[config.mk]
export PLATFORM = sky130hd
export DESIGN_NAME = fimp_exec
export DESIGN_NICKNAME = d
export VERILOG_FILES = /design/src/include/fimp_pkg.sv /design/src/hdl/fimp_addr_unit.sv /design/src/hdl/fimp_exec.sv
export VERILOG_INCLUDE_DIRS = /design/src /design/src/include
export SDC_FILE = /design/constraint.sdc
export NUM_CORES = 1
export LEC_CHECK = 0
export ABC_AREA = 1
export BUFFER_PORTS_ARGS = -buffer_cell sky130_fd_sc_hd__buf_2
export CAP_MARGIN = 20
export CORE_MARGIN = 2
export CORE_UTILIZATION = 50
export CTS_CLUSTER_SIZE = 24
export DETAILED_ROUTE_END_ITERATION = 8
export PLACE_DENSITY = 0.73
export SLEW_MARGIN = 20
export SYNTH_ARGS = -nofsm -noshare
export SYNTH_HDL_FRONTEND = slang
export SYNTH_SLANG_ARGS = --single-unit
[constraint.sdc]
create_clock -name clk_i -period 3 [get_ports clk_i]
set_clock_uncertainty 0.2 [all_clocks]
set_input_delay 0.6 -clock clk_i [delete_from_list [all_inputs] [get_ports clk_i]]
set_output_delay 0.6 -clock clk_i [all_outputs]
set_load 0.01 [all_outputs]
[src/include/fimp_defines.svh]
/*
 * Constants of the frame-indexed move and push-literal executor.
 * Assumes a 12-bit data space and a core that issues one command per idle.
 */
// Contract
// - Frame-indexed move copies the byte read at source to destination.
// - Source and destination are frame pointer plus separate 7-bit offsets.
// - Both computed addresses may lie anywhere in 000h to FFFh, unbanked.
// - A source address on an indirect register yields the byte 00h.
// - A destination address on an indirect register suppresses the write.
`ifndef FIMP_DEFINES_SVH
`define FIMP_DEFINES_SVH

`define FIMP_ADDR_W      12
`define FIMP_OFS_W       7
`define FIMP_DATA_W      8
`define FIMP_FP_RST      12'h000
`define FIMP_IND_LO      12'hFD9
`define FIMP_IND_HI      12'hFEF
`define FIMP_IND_BYTE    8'h00
`define FIMP_MOVE_CLKS   8
`define FIMP_PUSH_CLKS   4

`endif

[src/include/fimp_pkg.sv]
/*
 * Types shared by the executor, its memory model, checker and bench.
 * Assumes fimp_defines.svh is on the include path.
 */
`include "fimp_defines.svh"

package fimp_pkg;

   typedef enum logic [1:0] {
      FIMP_OP_NONE,
      FIMP_OP_MOVE,
      FIMP_OP_PUSH
   } fimp_op_t;

   typedef struct packed {
      fimp_op_t                     op;
      logic [`FIMP_OFS_W-1:0]       src_ofs;
      logic [`FIMP_OFS_W-1:0]       dst_ofs;
      logic [`FIMP_DATA_W-1:0]      literal;
   } fimp_cmd_t;

   typedef struct packed {
      logic                         rd;
      logic                         wr;
      logic [`FIMP_ADDR_W-1:0]      addr;
      logic [`FIMP_DATA_W-1:0]      wdata;
   } fimp_mem_req_t;

endpackage

[src/hdl/fimp_addr_unit.sv]
/*
 * Address unit: frame pointer plus an unsigned offset, and an indirect flag.
 * Assumes the indirect registers sit in one contiguous address window.
 */
`include "fimp_defines.svh"

module fimp_addr_unit #(
   parameter int AW = `FIMP_ADDR_W,
   parameter int OW = `FIMP_OFS_W
) (
   input  wire logic [AW-1:0] base_i,
   input  wire logic [OW-1:0] ofs_i,
   output logic      [AW-1:0] addr_o,
   output logic               indirect_o
);

   function automatic logic is_indirect(input logic [AW-1:0] a);
      is_indirect = (a >= AW'(`FIMP_IND_LO)) && (a <= AW'(`FIMP_IND_HI));
   endfunction

   // unsigned offset, wraps within the whole data space
   assign addr_o     = AW'(base_i + {{(AW-OW){1'b0}}, ofs_i});
   assign indirect_o = is_indirect(addr_o);

endmodule

[src/hdl/fimp_exec.sv]
/*
 * Executor for the frame-indexed move and the push-literal commands.
 * Assumes a decoder on clk_i presenting commands while ready_o is high,
 * and a data memory that returns read data one clock after mem rd.
 */
`include "fimp_defines.svh"

module fimp_exec #(
   parameter int AW = `FIMP_ADDR_W,
   parameter int OW = `FIMP_OFS_W,
   parameter int DW = `FIMP_DATA_W
) (
   input  wire logic              clk_i,
   input  wire logic              sys_rst_i,
   input  wire logic              cmd_valid_i,
   input  wire fimp_pkg::fimp_cmd_t cmd_i,
   output logic                   ready_o,
   output logic                   done_o,
   input  wire logic              fp_load_i,
   input  wire logic [AW-1:0]     fp_load_data_i,
   output logic      [AW-1:0]     fp_o,
   output fimp_pkg::fimp_mem_req_t mem_req_o,
   input  wire logic [DW-1:0]     mem_rdata_i
);

   typedef enum logic [3:0] {
      ST_IDLE,
      ST_MV_SRC,
      ST_MV_DST,
      ST_MV_RD,
      ST_MV_CAP,
      ST_MV_HOLD,
      ST_MV_PREP,
      ST_MV_WR,
      ST_PU_RD,
      ST_PU_PROC,
      ST_PU_WR
   } fimp_state_t;

   fimp_state_t             state_r;
   fimp_state_t             state_nxt;
   logic [AW-1:0]           fp_r;
   logic [OW-1:0]           src_ofs_r;
   logic [OW-1:0]           dst_ofs_r;
   logic [DW-1:0]           lit_r;
   logic [DW-1:0]           data_r;
   logic [AW-1:0]           src_addr_r;
   logic [AW-1:0]           dst_addr_r;
   logic                    src_ind_r;
   logic                    dst_ind_r;
   logic [AW-1:0]           src_addr;
   logic [AW-1:0]           dst_addr;
   logic                    src_ind;
   logic                    dst_ind;
   fimp_pkg::fimp_mem_req_t req_r;
   logic                    done_r;

   fimp_addr_unit #(
      .AW (AW),
      .OW (OW)
   ) u_src (
      .base_i     (fp_r),
      .ofs_i      (src_ofs_r),
      .addr_o     (src_addr),
      .indirect_o (src_ind)
   );

   fimp_addr_unit #(
      .AW (AW),
      .OW (OW)
   ) u_dst (
      .base_i     (fp_r),
      .ofs_i      (dst_ofs_r),
      .addr_o     (dst_addr),
      .indirect_o (dst_ind)
   );

   assign ready_o   = (state_r == ST_IDLE);
   assign done_o    = done_r;
   assign fp_o      = fp_r;
   assign mem_req_o = req_r;

   // sequencer: one state per clock phase of the instruction cycle
   always_comb
   begin
      state_nxt = state_r;
      case (state_r)
         ST_IDLE:
         begin
            if (cmd_valid_i && cmd_i.op == fimp_pkg::FIMP_OP_MOVE)
            begin
               state_nxt = ST_MV_SRC;
            end
            else if (cmd_valid_i && cmd_i.op == fimp_pkg::FIMP_OP_PUSH)
            begin
               state_nxt = ST_PU_RD;
            end
         end
         ST_MV_SRC:  state_nxt = ST_MV_DST;
         ST_MV_DST:  state_nxt = ST_MV_RD;
         ST_MV_RD:   state_nxt = ST_MV_CAP;
         ST_MV_CAP:  state_nxt = ST_MV_HOLD;
         ST_MV_HOLD: state_nxt = ST_MV_PREP;
         ST_MV_PREP: state_nxt = ST_MV_WR;
         ST_MV_WR:   state_nxt = ST_IDLE;
         ST_PU_RD:   state_nxt = ST_PU_PROC;
         ST_PU_PROC: state_nxt = ST_PU_WR;
         ST_PU_WR:   state_nxt = ST_IDLE;
         default:    state_nxt = ST_IDLE;
      endcase
   end

   always_ff @(posedge clk_i)
   begin
      if (sys_rst_i)
      begin
         state_r <= ST_IDLE;
      end
      else
      begin
         state_r <= state_nxt;
      end
   end

   // command operands captured on acceptance
   always_ff @(posedge clk_i)
   begin
      if (sys_rst_i)
      begin
         src_ofs_r <= '0;
         dst_ofs_r <= '0;
         lit_r     <= '0;
      end
      else if (ready_o && cmd_valid_i)
      begin
         src_ofs_r <= cmd_i.src_ofs;
         dst_ofs_r <= cmd_i.dst_ofs;
         lit_r     <= cmd_i.literal;
      end
   end

   // frame pointer: decrement after push write, core load only when idle
   always_ff @(posedge clk_i)
   begin
      if (sys_rst_i)
      begin
         fp_r <= AW'(`FIMP_FP_RST);
      end
      else if (state_r == ST_PU_WR)
      begin
         fp_r <= AW'(fp_r - AW'(1));
      end
      else if (fp_load_i && ready_o)
      begin
         fp_r <= fp_load_data_i;
      end
   end

   // computed addresses latched in their own phases
   always_ff @(posedge clk_i)
   begin
      if (sys_rst_i)
      begin
         src_addr_r <= '0;
         src_ind_r  <= 1'b0;
         dst_addr_r <= '0;
         dst_ind_r  <= 1'b0;
      end
      else if (state_r == ST_MV_SRC)
      begin
         src_addr_r <= src_addr;
         src_ind_r  <= src_ind;
      end
      else if (state_r == ST_MV_DST)
      begin
         dst_addr_r <= dst_addr;
         dst_ind_r  <= dst_ind;
      end
   end

   // moved byte: memory data, or zero for an indirect source
   always_ff @(posedge clk_i)
   begin
      if (sys_rst_i)
      begin
         data_r <= '0;
      end
      else if (state_r == ST_MV_CAP)
      begin
         if (src_ind_r)
         begin
            data_r <= DW'(`FIMP_IND_BYTE);
         end
         else
         begin
            data_r <= mem_rdata_i;
         end
      end
   end

   // registered memory request, decoded from the next state so it is issued in the same clock as its state
   always_ff @(posedge clk_i)
   begin
      if (sys_rst_i)
      begin
         req_r <= '0;
      end
      else
      begin
         req_r <= '0;
         case (state_nxt)
            ST_MV_RD:
            begin
               // indirect source is never read, avoiding side effects
               req_r.rd   <= ~src_ind_r;
               req_r.addr <= src_addr_r;
            end
            ST_MV_WR:
            begin
               req_r.wr    <= ~dst_ind_r;
               req_r.addr  <= dst_addr_r;
               req_r.wdata <= data_r;
            end
            ST_PU_WR:
            begin
               req_r.wr    <= 1'b1;
               req_r.addr  <= fp_r;
               req_r.wdata <= lit_r;
            end
            default:
            begin
               req_r <= '0;
            end
         endcase
      end
   end

   // completion pulse with the final phase
   always_ff @(posedge clk_i)
   begin
      if (sys_rst_i)
      begin
         done_r <= 1'b0;
      end
      else
      begin
         done_r <= (state_nxt == ST_MV_WR) || (state_nxt == ST_PU_WR);
      end
   end

endmodule

# Word level (Yosys, flattened, before mapping)
# Cells that the tools add are included.
# word_totals
regBits,95
inputBits,48
out_inout_bits,36
word_cells,60
# classes
addsub,3
n_lt_le_gt_ge,4
n_eq_ne,14
n_mux,9
bitwise_logic,4
n_reduce_logical,11
# ops
cell,count
one-hot mux 12 bit (3 select lines),1
one-hot mux 4 bit (9 select lines),1
adder 12 x 7 -> 12 bit,2
>= comparator 12 bit (second input constant),2
less-or-equal comparator 12 bit (second input constant),2
two-way mux 12 bit,2
== test 4 x 3 -> 1 bit (second input constant),4
== test 4 bit (second input constant),4
one-hot mux 8 bit (2 select lines),1
== test 4 x 2 -> 1 bit (second input constant),3
subtractor 12 x 1 -> 12 bit (second input constant),1
two-way mux 4 bit,2
two-way mux 8 bit,1
logical AND 1 bit,6
== test 4 x 1 -> 1 bit (second input constant),1
zero test 4 bit,1
inverter 1 bit,4
== test 2 x 1 -> 1 bit (second input constant),1
== test 2 bit (second input constant),1
one-hot mux 1 bit (2 select lines),1
AND reduction 2 bit,1
nonzero test 2 bit,1
OR reduction 2 bit,1
logical OR 1 bit,1

# Longest topological paths before layout
# logic_depth
ltp_word,8
depth_mapped,15
depth_no_buf,15

# Modules after synthesis
# Synthesis repeated with hierarchy kept, for this count alone.
# unflattened
cells_unflattened,786
area_unflattened_um2,5286.3
# modules_own_cells
module,n_inst,cells_each,area_per_inst_um2,seq_area_each_um2
fimp_exec,1,521,3886.2,1901.8
fimp_addr_unit (u_dst),1,135,709.4,0.0
fimp_addr_unit (u_src),1,130,690.7,0.0

# Worst setup path after synthesis
# OpenSTA, ideal clock, no wires.
# synth_path
path_kind,register to register
from,reg fp_r[0] (netlist: fp_o[0])
to,reg src_ind_r
setup_ps,67
t_arrival_ps,1924
required_time_ps,2733
setup_slack_ps,809
stages_incl_launch_ff,15
path_buffers,0
synth_period_minus_slack_ps,2191
cell_sequence,dfxtp_1 > ha_1 > inv_1 > fa_1 > inv_1 > nand3_1 > nand2_1 > nand4_1 > nand2_1 > nand2_1 > nand2_1 > nand2_1 > nor2_1 > nand2_1 > a21oi_2
# synth_via
elab_chain_cells,3
elab_cells_between_ends,4
classes_between,add/sub (1); order compare (2); reduce/logical (1)
# synth_rtl
element,line_no,rtl
"start, declared",fimp_exec.sv:42,logic [AW-1:0] fp_r;
"start signal, assigned",fimp_exec.sv:147,fp_r <= AW'(`FIMP_FP_RST);
"start signal, assigned",fimp_exec.sv:151,fp_r <= AW'(fp_r - AW'(1));
"start signal, assigned",fimp_exec.sv:155,fp_r <= fp_load_data_i;
adder 12 x 7 -> 12 bit (*),fimp_addr_unit.sv:22,"assign addr_o = AW'(base_i + {{(AW-OW){1'b0}}, ofs_i});"
>= comparator 12 bit or less-or-equal comparator 12 bit (tied branches),fimp_addr_unit.sv:18,is_indirect = (a >= AW'(`FIMP_IND_LO)) && (a <= AW'(`FIMP_IND_HI));
logical AND 1 bit (*),fimp_addr_unit.sv:18,
"end signal, assigned",fimp_exec.sv:172,src_ind_r <= src_ind;
"end, declared",fimp_exec.sv:49,logic src_ind_r;
# Every way passes the cells marked *; elsewhere a longest branch is shown, timed or not.
# A chain may end at the register's enable or synchronous reset.

# Worst setup path after layout
# Ends and elaborated chain as after synthesis.

==> flow_summary_export.csv <==
group,metric,value,unit
worst_setup_path,path_class,"flop to flop",
grt,grt_pass1_vias,4356,
synth,syn_nets,772,
placed_design,post-dp-hpwl,10030,um
placed_design,io_buffers,83,
worst_setup_path,worstPathCellList,"ha_1, inv_1, fa_1, inv_1, nand3_1, nand2_1, nand2_1, nand3b_1, nand2_1, nor2_1, nand2_1, nor2_1, nand2_1, a21oi_2",
layout,post-route-util,58.24,%
synth,synth-edff-count,0,
synth,yosysWarningCount,0,
route,vias,4853,
clock_network,post_cts_buffers,0,
route,avgViaCountPerCell,5.292,
hold_path,hold_class,"flop to flop",
worst_setup_path,cpLargestDelayFamily,"simple AND/OR/NAND/NOR gates",
layout,fin_nets,844,
pwr,power_density,662.4,nW/um^2
die,die_w,102.7,um
clock_network,cts_hold_buf,0,
pwr,power,0.003701,W
pwr,irDropWorstVdd,333.2,uV
worst_setup_path,max_stage_delay,0.44,ns
worst_setup_path,crit_path_start_kind,"flop",
synth,ys_ff_latch,95,
synth,yosysUniqueCellTypes,38,
timing,final_hold_viol_count,0,
placed_design,pre_cts_slack,0.6292,ns
grt,grt_pass1_wl,21480,um
timing,rsz0062_at_grt,"no",
die,die_h,102.7,um
pwr,p_int,0.002246,W
worst_setup_path,path_buf_inv,2,
synth,syn_inst,707,
timing,slew_violations,0,
pwr,p_comb_share,32.1,%
pwr,power_frac_clock,24.5,%
pwr,p_leak,2.687,nW
clock_network,cts.clk_slew.worst_paths,0.10,ns
worst_setup_path,crit_fanout,6,
worst_setup_path,critPathRequiredTime,3.10,ns
route,drt-total-wl,13550,um
synth,synth.cell_area,4873,sq um
worst_setup_path,r2r_slack,0.53,ns
timing,worst_pin_slew,0.7037,ns
route,drtAntennaViolNets,0,
grt,antenna_found_initial,0,
die,io_pins,84,
route,drt_iter0_markers,293,
timing,fin_setup_tns,0,ns
clock_network,cts.htree.levels,3,
worst_setup_path,cp.arrival,2.58,ns
synth,avgSynthCellArea,6.893,sq um
synth,seq_area_frac_synth,39.02,%
grt,grt_overflow,0,
grt,grt_usage,26.30,%
pwr,p_seq_share,43.4,%
timing,setup_viol,0,
die,core-area,9594,sq um
grt,grt_max_degree,65,
die,initial_core_util,50.80,%
worst_setup_path,slowest_stage,"dfxtp_1",
route,wl_per_cell,14.77,um
synth,synth_flop_cell,"dfxtp_1",
synth,async_reset_ff_share,0,%
clock_network,cts_inserted_buffers,9,
worst_setup_path,cpMostUsedCell,"nand2_1",
worst_setup_path,crit_path_end_kind,"flop",
die,die-area,10550,sq um
timing,fmax,0.4044,GHz
pwr,switchingPower,0.001455,W
timing,period_needed,2.473,ns
layout,syn_to_final_growth,14.66,%
route,drtPass1Iterations,5,
clock_network,root_buffer,"clkbuf_8",
layout,n_fill_cell,931,
run_status,outcome,"complete, no violations",
layout,layout-drive-gt1-share,17.22,%
clock_network,insertion_delay,0.37,ns
placed_design,placed_cell_area,5375,sq um
route,drc,0,
clock_network,cts_tree,"yes",
clock_network,cts_num_sinks,95,
timing,finalCritPeriodShare,82.43,%
flow_run,maxCapViolCount,0,
layout,diodes,0,
pwr,sw_frac_of_total,39.32,%
clock_network,cts_resized,0,
timing,slew_headroom,52.98,%
timing,fin_ws,0.5270,ns
placed_design,routabilityCongestion,0.8931,
clock_network,clk_path_buf_depth,2,
layout,final_area,5588,sq um
die,fp-row-count,36,
-- synthesized netlist by cell type, types with 4 or more instances --
library cell / n / area share (%)
nand2_1: 180 / 14
ha_1: 15 / 3.9
nand3_1: 80 / 8.2
clkbuf_1: 13 / 1.0
nor2_2: 5 / 0.64
a31oi_1: 4 / 0.51
xor2_1: 6 / 1.1
o211ai_1: 15 / 2.3
nor2_1: 56 / 4.3
dfxtp_1: 95 / 39
nand2_2: 6 / 0.77
o21ai_0: 28 / 2.9
inv_2: 10 / 0.77
a21oi_1: 65 / 6.7
nand4_1: 4 / 0.51
inv_1: 76 / 5.9
buf_2: 13 / 1.3
-- layer usage --
| metal | track usage, % | vias to the layer above | wire, um |
|---|---|---|---|
| met3 | 2.983 | 26 | 760 |
| met4 | 10.67 | 0 | 319 |
| li1 | - | 2443 | - |
| met5 | 0 | - | 0 |
| met1 | 37.66 | 2216 | 6397 |
| met2 | 40.42 | 168 | 6068 |
-- metrics by stage --
stage,hold WS [ns],instances
2_1_floorplan,0.2074,707
3_3_place_gp,0.2215,901
3_5_place_dp,0.2229,901
4_1_cts,0.2409,917
5_1_grt,0.2657,917
6_report,0.2449,917
-- worst paths after layout --
kind,startpoint,end,cells past startpoint
worst max-delay path,fp_o[0],src_ind_r,14
worst min-delay path,dst_ind_r,mem_req_o[20],1
worst max register to register,fp_o[0],src_ind_r,14
worst min register to register,dst_ind_r,mem_req_o[20],1
-- cells by family after synthesis --
family | after synthesis | share of synthesized area (%)
compound gates | 129 | 15.22
xor+xnor | 7 | 1.258
fa+ha+maj | 17 | 4.673
buf+inv | 117 | 9.499
flops | 95 | 39.02
simple gates | 342 | 30.32
-- placed cells by master (no fill, tap or decap), drive strengths merged, types with 6 or more instances in the layout --
cell type / count
nand3: 80
clkbuf: 10
ha: 15
o21ai: 31
nor2: 63
buf: 90
nand2: 186
xor2: 6
o211ai: 15
dfxtp: 95
a21oi: 68
inv: 89
-- flip-flops by register name, indices dropped and copies added, names as in the netlist --
name and cells:
done_o 1, fp_o 12, state_r 4, dst_addr_r 12, src_addr_r 12, dst_ind_r 1, mem_req_o 22, dst_ofs_r 7
src_ind_r 1, src_ofs_r 7, data_r 8, lit_r 8
-- power by group through the flow --
stage	clock, W	sequential (W)	combinational (W)
2_1_floorplan	0	0.00157	0.000864
3_3_place_gp	0	0.00162	0.00115
3_5_place_dp	0	0.00163	0.00117
4_1_cts	0.000917	0.00160	0.00118
5_1_grt	0.000970	0.00162	0.00135
6_report	0.000906	0.00161	0.00119
-- layout make-up --
type | instances | area, sq um | share of cell area (%)
timing repair buffer | 90 | 467.9 | 8.374
tap | 133 | 166.4 | 2.978
multi-input combinational | 495 | 2509 | 44.89
inverter | 88 | 330.3 | 5.911
clock inverter | 6 | 75.07 | 1.343
clock buffer | 10 | 137.6 | 2.463
sequential | 95 | 1902 | 34.03
(Power assumes the default switching activity.)
